File: config.mk
export PLATFORM = sky130hd
export DESIGN_NAME = lcs_link_regs
export DESIGN_NICKNAME = d
export VERILOG_FILES = /design/src/lcs_pkg.sv /design/src/lcs_link_regs.sv
export SDC_FILE = /design/constraint.sdc
export NUM_CORES = 1
export LEC_CHECK = 0
export ABC_AREA = 0
export ABC_CLOCK_PERIOD_IN_PS = 2200
export CORE_MARGIN = 10
export CORE_UTILIZATION = 59
export CTS_BUF_LIST = sky130_fd_sc_hd__clkbuf_8
export CTS_CLUSTER_DIAMETER = 40
export DETAILED_ROUTE_END_ITERATION = 10
export DONT_BUFFER_PORTS = 1
export GPL_ROUTABILITY_DRIVEN = 0
export MAX_ROUTING_LAYER = met4
export PLACE_DENSITY_LB_ADDON = 0.05
export SLEW_MARGIN = 10
export SYNTH_ARGS = -nofsm -noshare
export SYNTH_HDL_FRONTEND = slang
export SYNTH_SLANG_ARGS = --single-unit
File: constraint.sdc
create_clock -name clock_i -period 2.2 [get_ports clock_i]
set_clock_uncertainty 0.1 [all_clocks]
set_input_delay 0.11 -clock clock_i [delete_from_list [all_inputs] [get_ports clock_i]]
set_output_delay 0.11 -clock clock_i [all_outputs]
set_load 0.02 [all_outputs]
File: src/lcs_pkg.sv
// Package for the link control and status register bank
package lcs_pkg;

	// ==================== Register map
	// Printed status offset is not a multiple of four: offsets are word indices
	localparam logic [7:0] LINK_CONTROL_IDX = 8'h51;
	localparam logic [7:0] LINK_STATUS_IDX  = 8'h52;
	localparam logic [7:0] STRAP_LOAD_IDX   = 8'h53;

	// ==================== Link control fields (upper half)
	localparam int CTL_RETRAIN_BIT   = 5;
	localparam int CTL_CLOCK_PM_BIT  = 8;
	localparam int CTL_AUTO_WIDTH_BIT = 9;
	localparam int CTL_BW_IRQ_BIT    = 10;
	localparam int CTL_ABW_IRQ_BIT   = 11;

	// ==================== Link status fields
	localparam int STS_SPEED_LSB     = 0;
	localparam int STS_WIDTH_LSB     = 4;
	localparam int STS_TRAINING_ERROR_BIT      = 10;
	localparam int STS_TRAIN_BIT     = 11;
	localparam int STS_SLOT_CLK_BIT  = 12;
	localparam int STS_DLL_BIT       = 13;
	localparam int STS_BW_BIT        = 14;
	localparam int STS_ABW_BIT       = 15;

	// ==================== Encodings and reset values
	localparam logic [3:0] SPEED_GEN1  = 4'h1;
	localparam logic [3:0] SPEED_GEN2  = 4'h2;
	localparam logic [3:0] SPEED_RESET = 4'h1;
	localparam logic [5:0] WIDTH_X1    = 6'h01;
	localparam logic [5:0] WIDTH_X2    = 6'h02;
	localparam logic [5:0] WIDTH_X4    = 6'h04;
	localparam logic [5:0] WIDTH_X8    = 6'h08;
	localparam logic [5:0] WIDTH_X12   = 6'h0C;
	localparam logic [5:0] WIDTH_X16   = 6'h10;
	localparam logic [5:0] WIDTH_X32   = 6'h20;
	localparam logic [5:0] WIDTH_NONE  = 6'h00;

	// ==================== Timing
	localparam int RETRAIN_DELAY_US = 1000;
	localparam int CLOCK_MHZ        = 100;
	localparam int RETRAIN_DELAY_CYC = RETRAIN_DELAY_US * CLOCK_MHZ;

	// ==================== LTSSM state groups seen by this block
	typedef enum logic [1:0] {
		LCS_LTSSM_OTHER  = 2'b00,
		LCS_LTSSM_CONFIG = 2'b01,
		LCS_LTSSM_RECOV  = 2'b10,
		LCS_LTSSM_L0     = 2'b11
	} lcs_ltssm_t;

	// ==================== Physical layer report
	typedef struct packed {
		lcs_ltssm_t  ltssm;
		logic [3:0]  speed;
		logic [5:0]  width;
		logic        trained;
		logic        dll_up;
		logic        dl_down;
		logic        auto_change;
		logic        reliab_change;
	} lcs_phy_t;

	// ==================== Capability fields
	typedef struct packed {
		logic        bw_notify_capable;
		logic        dll_active_capable;
		logic [5:0]  max_width_cap;
		logic [5:0]  supported_widths;
	} lcs_cap_t;

endpackage : lcs_pkg
File: src/lcs_link_regs.sv
// Link control upper half and link status register bank of one switch port
//
// Behaviour
// - Clock power management enable reads zero; unsupported.
// - Autonomous width disable reads zero and has no effect.
// - Bandwidth management enable raises interrupt when its status bit sets.
// - Autonomous bandwidth enable raises interrupt when its status bit sets.
// - Both interrupt enables read zero when bandwidth notification is not capable.
// - Upstream port: both interrupt enables hardwired zero, writes ignored.
// - Current speed: 1 for 2.5 Gbps, 2 for 5 Gbps, resets to 1.
// - Negotiated width uses single-bit codes except x12, which is 001100b.
// - Unsupported maximum width setting is reported instead of the negotiated width.
// - Supported maximum width but link not trained: width reads zero.
// - Training error is read-only zero.
// - Training indicator set in Configuration, Recovery, or while retrain pends.
// - Upstream retrain takes effect after 1 ms; indicator stays set meanwhile.
// - Training indicator clears when the LTSSM leaves Configuration or Recovery.
// - Slot clock bit resets to the port's common-clock strap; EEPROM may override.
// - Data link active bit follows the data link state, resets to zero.
// - Data link active never set when its capability bit is clear.
// - Writing one to retrain sends LTSSM into Recovery; bit reads zero.
// - Bandwidth status set when requested retrain completes without DL_Down; W1C.
//
// The implementer's own choice: strobed register access.

`timescale 1ns/1ns
`default_nettype none

module lcs_link_regs #(
	parameter int RETRAIN_DELAY_CYC = lcs_pkg::RETRAIN_DELAY_CYC
) (
	// Clock and reset
	input  wire logic              clock_i,
	input  wire logic              rst_n_i,
	// Register port
	input  wire logic [7:0]        addr_i,
	input  wire logic [15:0]       wdata_i,
	input  wire logic              wr_i,
	input  wire logic              rd_i,
	output logic      [15:0]       rdata_o,
	// Port identity and straps
	input  wire logic              upstream_i,
	input  wire logic              up_common_clock_strap_i,
	input  wire logic              down_common_clock_strap_i,
	// Capabilities
	input  wire lcs_pkg::lcs_cap_t cap_i,
	// Physical and data link layer report
	input  wire lcs_pkg::lcs_phy_t phy_i,
	// Link control
	output logic                   retrain_go_o,
	output logic                   bw_irq_o
);

	// ==================== Checks
	if (RETRAIN_DELAY_CYC < 1 || RETRAIN_DELAY_CYC > 32'h00FFFFFF) begin : g_bad_delay
		$error("lcs_link_regs: retrain delay out of range");
	end

	// ==================== Decode
	logic wr_ctl;
	logic wr_sts;
	logic wr_strap;
	logic in_training;
	logic bw_allowed;
	assign wr_ctl      = wr_i && (addr_i == lcs_pkg::LINK_CONTROL_IDX);
	assign wr_sts      = wr_i && (addr_i == lcs_pkg::LINK_STATUS_IDX);
	assign wr_strap    = wr_i && (addr_i == lcs_pkg::STRAP_LOAD_IDX);
	assign in_training = (phy_i.ltssm == lcs_pkg::LCS_LTSSM_CONFIG)
		|| (phy_i.ltssm == lcs_pkg::LCS_LTSSM_RECOV);
	assign bw_allowed  = cap_i.bw_notify_capable && !upstream_i;

	// ==================== Interrupt enables
	logic bw_irq_en_reg;
	logic abw_irq_en_reg;
	always_ff @(posedge clock_i) begin
		if (!rst_n_i) begin
			bw_irq_en_reg  <= 1'b0;
			abw_irq_en_reg <= 1'b0;
		end else if (!bw_allowed) begin
			bw_irq_en_reg  <= 1'b0;
			abw_irq_en_reg <= 1'b0;
		end else if (wr_ctl) begin
			bw_irq_en_reg  <= wdata_i[lcs_pkg::CTL_BW_IRQ_BIT];
			abw_irq_en_reg <= wdata_i[lcs_pkg::CTL_ABW_IRQ_BIT];
		end
	end

	// ==================== Retrain request and upstream delay
	typedef enum logic [1:0] {
		LCS_RT_IDLE  = 2'b00,
		LCS_RT_DELAY = 2'b01,
		LCS_RT_GO    = 2'b10
	} lcs_retrain_t;

	logic         retrain_write;
	lcs_retrain_t rt_state_reg;
	logic [23:0]  delay_cnt_reg;
	logic         retrain_pending;
	assign retrain_write = wr_ctl && wdata_i[lcs_pkg::CTL_RETRAIN_BIT];

	// Retrain writes while a request is pending are absorbed
	always_ff @(posedge clock_i) begin
		if (!rst_n_i) begin
			rt_state_reg  <= LCS_RT_IDLE;
			delay_cnt_reg <= 24'h000000;
		end else begin
			unique case (rt_state_reg)
				LCS_RT_IDLE: begin
					if (retrain_write) begin
						rt_state_reg  <= LCS_RT_DELAY;
						delay_cnt_reg <= upstream_i ? 24'(RETRAIN_DELAY_CYC - 1)
							: 24'h000000;
					end
				end
				LCS_RT_DELAY: begin
					if (delay_cnt_reg != 24'h000000) begin
						delay_cnt_reg <= delay_cnt_reg - 24'h000001;
					end else begin
						rt_state_reg <= LCS_RT_GO;
					end
				end
				LCS_RT_GO: begin
					rt_state_reg <= LCS_RT_IDLE;
				end
				default: begin
					rt_state_reg <= LCS_RT_IDLE;
				end
			endcase
		end
	end
	assign retrain_pending = (rt_state_reg != LCS_RT_IDLE);
	assign retrain_go_o    = (rt_state_reg == LCS_RT_GO);

	// ==================== Training indicator
	logic train_reg;
	logic await_train_reg;
	always_ff @(posedge clock_i) begin
		if (!rst_n_i) begin
			await_train_reg <= 1'b0;
		end else if (retrain_write) begin
			await_train_reg <= 1'b1;
		end else if (await_train_reg && in_training && !retrain_pending) begin
			await_train_reg <= 1'b0;
		end
	end
	always_ff @(posedge clock_i) begin
		if (!rst_n_i) begin
			train_reg <= 1'b0;
		end else begin
			train_reg <= in_training || await_train_reg || retrain_write;
		end
	end

	// ==================== Retrain completion tracking
	logic sw_retrain_reg;
	logic was_training_reg;
	logic dl_down_seen_reg;
	logic retrain_done;
	always_ff @(posedge clock_i) begin
		if (!rst_n_i) begin
			was_training_reg <= 1'b0;
		end else begin
			was_training_reg <= in_training;
		end
	end
	assign retrain_done = sw_retrain_reg && !await_train_reg && was_training_reg
		&& !in_training;
	always_ff @(posedge clock_i) begin
		if (!rst_n_i) begin
			sw_retrain_reg   <= 1'b0;
			dl_down_seen_reg <= 1'b0;
		end else if (retrain_write) begin
			sw_retrain_reg   <= 1'b1;
			dl_down_seen_reg <= 1'b0;
		end else if (retrain_done) begin
			sw_retrain_reg   <= 1'b0;
		end else if (sw_retrain_reg && phy_i.dl_down) begin
			dl_down_seen_reg <= 1'b1;
		end
	end

	// ==================== Bandwidth status bits, set wins over clear
	logic bw_sts_reg;
	logic abw_sts_reg;
	logic bw_set;
	logic abw_set;
	assign bw_set  = (retrain_done && !dl_down_seen_reg && !phy_i.dl_down)
		|| phy_i.reliab_change;
	assign abw_set = phy_i.auto_change;
	always_ff @(posedge clock_i) begin
		if (!rst_n_i || !bw_allowed) begin
			bw_sts_reg <= 1'b0;
		end else if (bw_set) begin
			bw_sts_reg <= 1'b1;
		end else if (wr_sts && wdata_i[lcs_pkg::STS_BW_BIT]) begin
			bw_sts_reg <= 1'b0;
		end
	end
	always_ff @(posedge clock_i) begin
		if (!rst_n_i || !bw_allowed) begin
			abw_sts_reg <= 1'b0;
		end else if (abw_set) begin
			abw_sts_reg <= 1'b1;
		end else if (wr_sts && wdata_i[lcs_pkg::STS_ABW_BIT]) begin
			abw_sts_reg <= 1'b0;
		end
	end
	assign bw_irq_o = bw_allowed && ((bw_irq_en_reg && bw_sts_reg)
		|| (abw_irq_en_reg && abw_sts_reg));

	// ==================== Speed, width and data link state
	logic [3:0] speed_reg;
	logic [5:0] width_reg;
	logic       dll_reg;
	logic       max_supported;
	assign max_supported = |(cap_i.max_width_cap & cap_i.supported_widths);
	always_ff @(posedge clock_i) begin
		if (!rst_n_i) begin
			speed_reg <= lcs_pkg::SPEED_RESET;
		end else if (phy_i.speed == lcs_pkg::SPEED_GEN1 || phy_i.speed == lcs_pkg::SPEED_GEN2) begin
			speed_reg <= phy_i.speed;
		end
	end
	always_ff @(posedge clock_i) begin
		if (!rst_n_i) begin
			width_reg <= lcs_pkg::WIDTH_NONE;
		end else if (!max_supported) begin
			width_reg <= cap_i.max_width_cap;
		end else if (!phy_i.trained) begin
			width_reg <= lcs_pkg::WIDTH_NONE;
		end else begin
			unique case (phy_i.width)
				lcs_pkg::WIDTH_X1, lcs_pkg::WIDTH_X2, lcs_pkg::WIDTH_X4,
				lcs_pkg::WIDTH_X8, lcs_pkg::WIDTH_X12, lcs_pkg::WIDTH_X16,
				lcs_pkg::WIDTH_X32: begin
					width_reg <= phy_i.width;
				end
				default: begin
					width_reg <= lcs_pkg::WIDTH_NONE;
				end
			endcase
		end
	end
	always_ff @(posedge clock_i) begin
		if (!rst_n_i) begin
			dll_reg <= 1'b0;
		end else begin
			dll_reg <= phy_i.dll_up && cap_i.dll_active_capable;
		end
	end

	// ==================== Slot clock configuration
	logic slot_clk_reg;
	logic strap_taken_reg;
	always_ff @(posedge clock_i) begin
		if (!rst_n_i) begin
			strap_taken_reg <= 1'b0;
			slot_clk_reg    <= 1'b0;
		end else if (!strap_taken_reg) begin
			strap_taken_reg <= 1'b1;
			slot_clk_reg    <= upstream_i ? up_common_clock_strap_i
				: down_common_clock_strap_i;
		end else if (wr_strap) begin
			slot_clk_reg <= wdata_i[lcs_pkg::STS_SLOT_CLK_BIT];
		end
	end

	// ==================== Read data
	logic [15:0] ctl_view;
	logic [15:0] sts_view;
	always_comb begin
		ctl_view = 16'h0000;
		ctl_view[lcs_pkg::CTL_BW_IRQ_BIT]  = bw_irq_en_reg && bw_allowed;
		ctl_view[lcs_pkg::CTL_ABW_IRQ_BIT] = abw_irq_en_reg && bw_allowed;
		sts_view = 16'h0000;
		sts_view[lcs_pkg::STS_SPEED_LSB +: 4] = speed_reg;
		sts_view[lcs_pkg::STS_WIDTH_LSB +: 6] = width_reg;
		sts_view[lcs_pkg::STS_TRAIN_BIT]      = train_reg;
		sts_view[lcs_pkg::STS_SLOT_CLK_BIT]   = slot_clk_reg;
		sts_view[lcs_pkg::STS_DLL_BIT]        = dll_reg;
		sts_view[lcs_pkg::STS_BW_BIT]         = bw_sts_reg;
		sts_view[lcs_pkg::STS_ABW_BIT]        = abw_sts_reg;
	end

	logic [15:0] rdata_reg;
	always_ff @(posedge clock_i) begin
		if (!rst_n_i) begin
			rdata_reg <= 16'h0000;
		end else if (rd_i) begin
			unique case (addr_i)
				lcs_pkg::LINK_CONTROL_IDX: begin
					rdata_reg <= ctl_view;
				end
				lcs_pkg::LINK_STATUS_IDX: begin
					rdata_reg <= sts_view;
				end
				lcs_pkg::STRAP_LOAD_IDX: begin
					rdata_reg <= {3'h0, slot_clk_reg, 12'h000};
				end
				default: begin
					rdata_reg <= 16'h0000;
				end
			endcase
		end else begin
			rdata_reg <= 16'h0000;
		end
	end
	assign rdata_o = rdata_reg;

endmodule : lcs_link_regs

`default_nettype wire

==> results of run 1 <==
[kinds of logic after synthesis]
| group | share of synthesized area, % |
|---|---|
| flip-flops | 45.3 |
| buffers and inverters | 3.63 |
| AO/OA/AOI/OAI | 16.2 |
| AND/OR/NAND/NOR | 31.0 |
| XOR/XNOR | 1.55 |
| adder cells (fa/ha/maj) | 0.884 |
| multiplexers | 1.42 |
[synthesized netlist by cell type (2+ instances only)]
cell type | number | share of area [%]
a31oi_1 | 3 | 0.66
nand2_1 | 36 | 4.8
or3_1 | 3 | 0.66
a21oi_1 | 23 | 4.1
nor2_1 | 39 | 5.2
nand4_1 | 6 | 1.3
clkbuf_1 | 6 | 0.80
buf_1 | 2 | 0.27
o21ai_0 | 13 | 2.3
dfxtp_1 | 64 | 45
o211ai_1 | 6 | 1.6
or2_2 | 3 | 0.66
xor2_1 | 5 | 1.5
o21ai_1 | 2 | 0.35
nor2b_1 | 5 | 1.1
or4_4 | 2 | 0.80
a22oi_1 | 8 | 2.1
o31ai_1 | 2 | 0.53
nor3_1 | 12 | 2.1
nand3_1 | 11 | 1.9
o22ai_1 | 3 | 0.66
ha_1 | 2 | 0.88
or3_2 | 4 | 1.1
nor4_1 | 7 | 1.5
inv_1 | 10 | 1.3
and2_1 | 12 | 2.7
or4_1 | 5 | 1.3
mux2i_1 | 4 | 1.4
nand2b_1 | 5 | 1.1
[final timing paths]
kind                            slack, ns               end               from  cells past startpoint
worst min-delay path                -0.03      speed_reg[0]          phy_i[13]                      3
worst min register to register       0.33        rdata_o[6]       width_reg[2]                      1
worst max-delay path                -0.19  delay_cnt_reg[7]  delay_cnt_reg[17]                      6
worst max register to register      -0.19  delay_cnt_reg[7]  delay_cnt_reg[17]                      6
[power breakdown]
group,switching [uW],internal (uW)
sequential,7.11,1170
combinational,86.4,94.7
clock,483,672
[critical path, delay by kind of cell, from the launching register on]
kind / cells / cell delay, ns
simple gates: 5 / 1.75
flops: 1 / 0.32
compound gates: 1 / 0.08
[through the flow]
step	setup slack (ns)	instance area, sq um	util, %
floorplan	-0.132	2830	-
global route	-0.219	3910	83.4
CTS	-0.155	3870	82.4
finish	-0.191	3910	83.4
global placement	-0.152	3120	66.5
detailed placement	-0.193	3120	66.5
[metal layers]
layer	vias up	share of wire (%)	routed length [microns]	GRT usage [%]
li1	1378	-	-	-
met1	1324	40	3660	27.2
met2	173	48	4350	39.5
met3	39	9.3	848	6.56
met4	0	3.1	286	10.7
met5	-	0	0	-
[final cells by class]
class / count / area share, %
multi-input cells: 248 / 39.4
inverters: 10 / 0.960
clock inverters: 6 / 2.37
repair buffers: 84 / 19.2
well taps: 54 / 1.73
clock buffers: 10 / 3.52
flip-flops and latches: 64 / 32.8
[repair_timing]
item	4_1_cts	5_1_grt
setup buffers	2	1
hold buffers	44	0
resized for setup	10	10
endpoints found under the hold margin	33	0
cloned	2	0
pin swaps	0	8
setup endpoints to repair	26	30
==> out/qor.csv, run 1 <==
metric,value,unit
status,"complete, but fails checks",
failed_checks,"negative hold slack, negative setup slack",
tightest_slew,0.714,ns
clk_path_buf_depth,2,
fin_nets,481,
drtAntennaViolNets,0,
clock_latency,0.34,ns
pin_count,80,
portBuffers,0,
fmax,418,MHz
ir_drop,546,uV
async_flop_share,0,%
ys_warn_count,0,
grtUsageTotal,24.2,%
crit_path_start_kind,flop,
syn_inst,330,
antenna_found_initial,0,
seqCellArea,1280,sq um
drt-total-wl,9150,microns
final.setup.tns,-3.10,ns
antenna-diode-count,0,
leakage,0.00155,uW
period_minus_slack,2.39,ns
syn_area_per_cell,8.57,sq um
cts_made_buffers,9,
synth-edff-count,0,
syn-cell-area,2830,sq um
synth_nets,394,
slew_headroom,52.3,%
fillers,290,
layout_commonest_cell,dfxtp_1,
powerDensity,643,nW/um^2
required,2.30,ns
dieArea,7960,sq um
cpPeakStageDelay,0.57,ns
ys_seq_area_share,45.3,%
ctsRootBufferMaster,clkbuf_8,
grt_pass1_vias,2936,
crit_slowest_cell,or4_4,
hold_viol,1,
cts-htree-levels,3,
core,4690,sq um
drt_pre_antenna_iters,5,
cp.arrival,2.49,ns
die_x,89.2,microns
grt_pass1_wl,14400,microns
path_clk_slew,0.07,ns
die-height,89.2,microns
placed_cells,412,
overflow,0,
critical_path_class,reg2reg,
drive_gt1_share,21.1,%
rsz0062_at_grt,true,
period_share,109,%
start_util,60.3,%
drc_errors,0,
largest_reg_flops,24,
multi_input_area,1540,sq um
wl_per_cell,19.2,microns
layout_common_cells,"62 x dfxtp_1, 42 x dlygate4sd3_1, 38 x nor2_1, 38 x buf_4, 35 x nand2_1",
cts_num_sinks,64,
maxSlewViolCount,0,
cap_violations,0,
setup_ws,-0.191,ns
setup_violations,24,
fin_cells,476,
num_vias,2914,
hpwl,5530,microns
vias_per_cell,6.12,
tritoncts,yes,
report.power.total,2520,uW
yosysUniqueCellTypes,56,
rows,25,
area_growth,38.3,%
synthFlopType,dfxtp_1,
end_kind,flop,
synth_seq_cells,64,
grt_max_degree,13,
crit_top_cell,or4_4,
path_cells,"or3_4, or4_4, or4_4, nand3b_4, or2_4, o22ai_1",
cp_max_fo,11,
drt_iter0_markers,272,
holdWs,-0.0273,ns
hp-class,in2reg,
No activity file was read; power rests on OpenSTA's default activity.
==> run 2, diff against run 1 <==
--- a/config.mk
+++ b/config.mk
@@ -7,8 +7,10 @@
 export LEC_CHECK = 0
 export ABC_AREA = 0
 export ABC_CLOCK_PERIOD_IN_PS = 2200
+export CELL_PAD_IN_SITES_DETAIL_PLACEMENT = 1
+export CELL_PAD_IN_SITES_GLOBAL_PLACEMENT = 2
 export CORE_MARGIN = 10
-export CORE_UTILIZATION = 59
+export CORE_UTILIZATION = 34
 export CTS_BUF_LIST = sky130_fd_sc_hd__clkbuf_8
 export CTS_CLUSTER_DIAMETER = 40
 export DETAILED_ROUTE_END_ITERATION = 10
==> run 2 against run 1 <==
Effect of this change:
- via count shrank 3.7%
- cell count rose by 12%
- combinational power about the same
- sequential power barely moved
- highest routed layer unchanged
- critical path type unchanged
- critical path depth increased by 1
- setup slack improved by 0.026 ns
- the run ends with negative setup slack left
- sequential cell count unchanged
- global-route usage shrank 8.0 points
==> out/qor.csv, run 2 (synthesis results as in run 1) <==
metric,value,unit,change
cts_num_sinks,64,,unchanged
setup_ws,-0.165,ns,+0.0259 ns
dr_wl_met2,4370,microns,+0.32%
leakage,0.00164,uW,+5.3%
slew_headroom,68.8,%,+17 points
highest_layer,met4,,
met3_length,590,microns,-30%
period_share,107,%,-1.2 points
seq_power_share,46.6,%,-0.3 points
die-height,111,microns,+25%
cp.arrival,2.51,ns,+0.02 ns
powerDensity,620,nW/um^2,-3.7%
grtUsageTotal,16.3,%,-8.0 points
report.power.total,2530,uW,+0.52%
crit_path_start_kind,flop,,
hp-class,in2reg,,
drc_errors,0,,unchanged
combPwrFrac,7.1,%,about the same
clock_latency,0.34,ns,about the same
failed_checks,negative setup slack,,
antenna-diode-count,0,,unchanged
critical_path_class,reg2reg,,
grt_max_degree,20,,+7
r2r_setup_slack,-0.16,ns,+0.03 ns
die_x,111,microns,+25%
vias_per_cell,5.25,,-14%
p_sw,590,uW,+2.2%
start_util,34.6,%,-26 points
final.setup.tns,-2.89,ns,+0.210 ns
setup_violations,24,,unchanged
end_kind,flop,,
drive_gt1_share,25.6,%,+4.6 points
layout_common_cells,"63 x dfxtp_1, 44 x buf_4, 40 x dlygate4sd3_1",,
ctsRootBufferMaster,clkbuf_8,,
wl_met1,4630,microns,+26%
period_minus_slack,2.36,ns,-0.0259 ns
rsz0062_at_grt,true,,
overflow,0,,unchanged
drt-total-wl,9700,microns,+6.0%
grt_pass1_wl,16100,microns,+11%
power_frac_clock,46.3,%,+0.4 points
grt_pass1_vias,2991,,+1.9%
cap_violations,0,,unchanged
post-place-ws,-0.224,ns,-0.0318 ns
num_vias,2806,,-3.7%
required,2.35,ns,+0.05 ns
antenna_found_initial,0,,unchanged
cts_setup_buffers,0,,-2
clk_path_buf_depth,2,,unchanged
sw_frac_of_total,23.3,%,+0.39 points
layout_commonest_cell,dfxtp_1,,
status,"complete, but fails checks",,
wl_per_cell,18.2,microns,-5.5%
largest_reg_flops,24,,unchanged
drtAntennaViolNets,0,,unchanged
power.internal,1940,uW,about the same
core,8180,sq um,+74%
tritoncts,yes,,
drt_iter0_markers,114,,-58%
ir_drop,277,uV,-49%
cts-htree-levels,3,,unchanged
drt_pre_antenna_iters,4,,-1
area_growth,44.3,%,
tightest_slew,0.466,ns,-0.248 ns
cp_max_fo,6,,-5
fmax,423,MHz,+1.1%
fin_nets,488,,+1.5%
maxSlewViolCount,0,,unchanged
cts_made_buffers,9,,unchanged
hpwl,6820,microns,+23%
hold_viol,0,,-1
portBuffers,0,,unchanged
dieArea,12400,sq um,+55%
path_clk_slew,0.07,ns,about the same
pin_count,80,,unchanged
rows,33,,+32%
-- run 2: worst paths after layout --
path | endpoint | startpoint | depth (start not counted)
worst max-delay path | delay_cnt_reg[0] | delay_cnt_reg[17] | 7
worst min-delay path | slot_clk_reg | addr_i[0] | 3
worst min register to register | rdata_o[6] | width_reg[2] | 1
worst max register to register | delay_cnt_reg[0] | delay_cnt_reg[17] | 7
-- run 2: what timing repair did --
action / 4_1_cts / 5_1_grt
cloned: 1 / 0
hold buffers: 40 / 0
hold endpoints to repair: 34 / 0
pin swaps: 15 / 6
setup endpoints to repair: 26 / 28
resized for setup: 19 / 18
-- run 2: critical path, cell delays in order, from the launching register on --
cell,delay (ns)
dfxtp_2,0.32
or3_4,0.38
or4_4,0.42
or4_4,0.57
nand3b_4,0.17
buf_6,0.13
o211ai_1,0.10
o41ai_2,0.08
-- run 2: stage by stage --
step           utilization, %  instance area, sq um  hold WS (ns)  instances
2_1_floorplan               -                  2830        0.0377        330
3_3_place_gp             40.4                  3300        0.0405        477
3_5_place_dp             40.4                  3300        0.0406        477
4_1_cts                  49.0                  4010       0.00412        534
5_1_grt                  49.9                  4080        0.0468        534
6_report                 49.9                  4080       0.00395        534
-- run 2: area by class of cell --
| class | instances | area, sq um |
|---|---|---|
| timing repair buffer | 92 | 830 |
| clock inverter | 6 | 92.6 |
| sequential | 64 | 1280 |
| fill | 983 | 4090 |
| multi-input combinational | 247 | 1570 |
| inverter | 10 | 37.5 |
| tap | 105 | 131 |
| clock buffer | 10 | 138 |
-- run 2: power groups by stage --
stage | clock network [uW] | logic (uW) | registers, uW
after floorplan | 0 | 75.6 | 1200
after global placement | 0 | 113 | 1200
after detailed placement | 0 | 115 | 1200
after CTS | 1190 | 173 | 1180
after global routing | 1250 | 199 | 1180
final | 1170 | 179 | 1180
-- run 2: metal layers --
layer / vias to the layer above / track usage [%]
li1: 1380 / -
met1: 1345 / 21.2
met2: 70 / 23.8
met3: 11 / 4.22
met4: 0 / 5.40
met5: - / -
==> run 3, diff against run 2 <==
--- a/config.mk
+++ b/config.mk
@@ -7,14 +7,14 @@
 export LEC_CHECK = 0
 export ABC_AREA = 0
 export ABC_CLOCK_PERIOD_IN_PS = 2200
+export BUFFER_PORTS_ARGS = -buffer_cell sky130_fd_sc_hd__buf_4
 export CELL_PAD_IN_SITES_DETAIL_PLACEMENT = 1
 export CELL_PAD_IN_SITES_GLOBAL_PLACEMENT = 2
 export CORE_MARGIN = 10
-export CORE_UTILIZATION = 34
+export CORE_UTILIZATION = 28
 export CTS_BUF_LIST = sky130_fd_sc_hd__clkbuf_8
 export CTS_CLUSTER_DIAMETER = 40
 export DETAILED_ROUTE_END_ITERATION = 10
-export DONT_BUFFER_PORTS = 1
 export GPL_ROUTABILITY_DRIVEN = 0
 export MAX_ROUTING_LAYER = met4
 export PLACE_DENSITY_LB_ADDON = 0.05
==> run 3 against run 2 <==
Effect of this change:
- the run still ends with negative setup slack left
- setup slack lost 0.053 ns
- register-to-register slack lost 0.05 ns
- cell count grew 16%
- combinational power grew 35%
- die area grew 17%
- power shrank 1.8%
- routed wire length grew 2.6%
- core utilization shrank 4.9 points
- highest routed layer unchanged
==> out/qor.csv, run 3 (synthesis results as in run 1) <==
metric,value,unit,change
path_clk_slew,0.08,ns,about the same
post-route-util,45.0,%,-4.9 points
post-place-ws,-0.333,ns,-0.109 ns
r2r_cells,7,,unchanged
die-height,121,microns,+8.4%
cap_violations,0,,unchanged
required,2.32,ns,-0.03 ns
setup_violations,25,,+4.2%
drt_iter0_markers,105,,-7.9%
setup_ws,-0.218,ns,-0.0530 ns
layout_common_cells,"121 x buf_4, 63 x dfxtp_1, 38 x nor2_1",,
dieArea,14500,sq um,+17%
vias_per_cell,4.81,,-8.4%
cts_num_sinks,64,,unchanged
tightest_slew,0.437,ns,-0.0291 ns
grt_max_degree,20,,unchanged
largest_reg_flops,24,,unchanged
hpwl,7480,microns,+9.7%
report.power.total,2480,uW,-1.8%
cp.arrival,2.54,ns,+0.03 ns
clk_path_buf_depth,2,,unchanged
drc_errors,0,,unchanged
fillers,1198,,+22%
multi_input_area,1520,sq um,-3.5%
period_share,110,%,+2.4 points
drt_pre_antenna_iters,4,,unchanged
overflow,0,,unchanged
pin_count,80,,unchanged
die_x,121,microns,+8.4%
rsz0062_at_grt,true,,
clock_latency,0.35,ns,about the same
end_kind,flop,,
period_minus_slack,2.42,ns,+0.0530 ns
r2r-start,delay_cnt_reg[17],,
antenna_found_initial,0,,unchanged
hold_viol,0,,unchanged
crit_path_start_kind,flop,,
wl_per_cell,16.1,microns,-12%
grt_pass1_vias,3121,,+4.3%
holdPathStages,4,,+1
layout_commonest_cell,buf_4,,
r2r_setup_slack,-0.22,ns,-0.05 ns
reg2reg_to,delay_cnt_reg[9],,
status,"complete, but fails checks",,
fmax,414,MHz,-2.2%
cp_max_fo,8,,+2
grtUsageTotal,14.4,%,-1.9 points
hold_path.startpoint,wdata_i[14],,
ir_drop,335,uV,+21%
area_growth,56.2,%,
seqCellArea,1280,sq um,unchanged
drtAntennaViolNets,0,,unchanged
antenna-diode-count,0,,unchanged
slew_headroom,70.6,%,+1.8 points
tritoncts,yes,,
powerDensity,562,nW/um^2,-9.3%
fin_nets,545,,+12%
num_vias,2979,,+6.2%
cts-htree-levels,3,,unchanged
endpoint,delay_cnt_reg[9],,
portBuffers,69,,+69
start_util,28.8,%,-5.8 points
leakage,0.00190,uW,+16%
maxSlewViolCount,0,,unchanged
hp-class,in2reg,,
cts_made_buffers,9,,unchanged
final.setup.tns,-3.53,ns,-0.639 ns
ctsRootBufferMaster,clkbuf_8,,
grt_pass1_wl,16300,microns,+1.3%
drive_gt1_share,35.2,%,+9.5 points
drt-total-wl,9950,microns,+2.6%
critical_path_class,reg2reg,,
worstSetupStartpoint,delay_cnt_reg[17],,
rows,36,,+9.1%
core,9820,sq um,+20%
failed_checks,negative setup slack,,
-- run 3: cell types whose count changed in the layout (fill, tap and decap cells not counted), sizes merged --
| cell | change |
|---|---|
| bufinv | -1 |
| inv | +1 |
| buf | +72 |
| dlygate4sd3 | -14 |
| nand3b | -1 |
-- run 3: power by group --
part / internal [uW] / switching (uW) / leakage (uW) / total [uW]
Clock: 558 / 506 / 0.0000989 / 1060
Sequential: 1170 / 6.07 / 0.000518 / 1180
Combinational: 140 / 102 / 0.00128 / 242
Total: 1870 / 614 / 0.00190 / 2480
-- run 3: worst max-delay path: stages, from the launching register on --
cell and delay [ns]:
dfxtp_2 0.32, or3_4 0.38, or4_4 0.44, or4_4 0.53, nand3b_4 0.13, buf_6 0.14
or2_4 0.17, o21ai_1 0.07
-- run 3: layout make-up --
cell class,count,share of cell area (%)
clock buffer,10,3.12
clock inverter,6,1.53
inverter,10,0.850
multi-input combinational,246,34.3
sequential,64,29.0
tap,133,3.77
timing repair buffer,150,27.4
-- run 3: timing repair --
item | 4_1_cts | 5_1_grt
gates resized for setup | 6 | 13
buffers inserted | 2 | 5
pin swaps | 3 | 10
endpoints found under the setup margin | 25 | 26
hold buffers | 26 | 0
hold endpoints to repair | 18 | 0
-- run 3: worst min-delay path by stage --
stage / end / slack, ns
after floorplan: strap_taken_reg / 0.04
final: bw_sts_reg / 0.02
after global routing: bw_sts_reg / 0.03
after CTS: bw_sts_reg / 0.002
after detailed placement: bw_irq_en_reg / 0.26
after global placement: dll_reg / 0.25
-- run 3: per-layer routing --
metal,up-vias,track usage (%),routed length (microns)
met2,58,23.0,4810
met1,1419,17.3,4550
met4,0,5.51,188
met3,16,3.12,402
met5,-,-,0
li1,1486,-,-
-- run 3: through the flow --
step	hold slack [ns]	cell area (sq um)	instances
floorplan	0.0377	2830	330
global placement	0.246	3820	570
detailed placement	0.257	3820	570
CTS	0.00197	4330	614
global route	0.0312	4420	619
finish	0.0208	4420	619
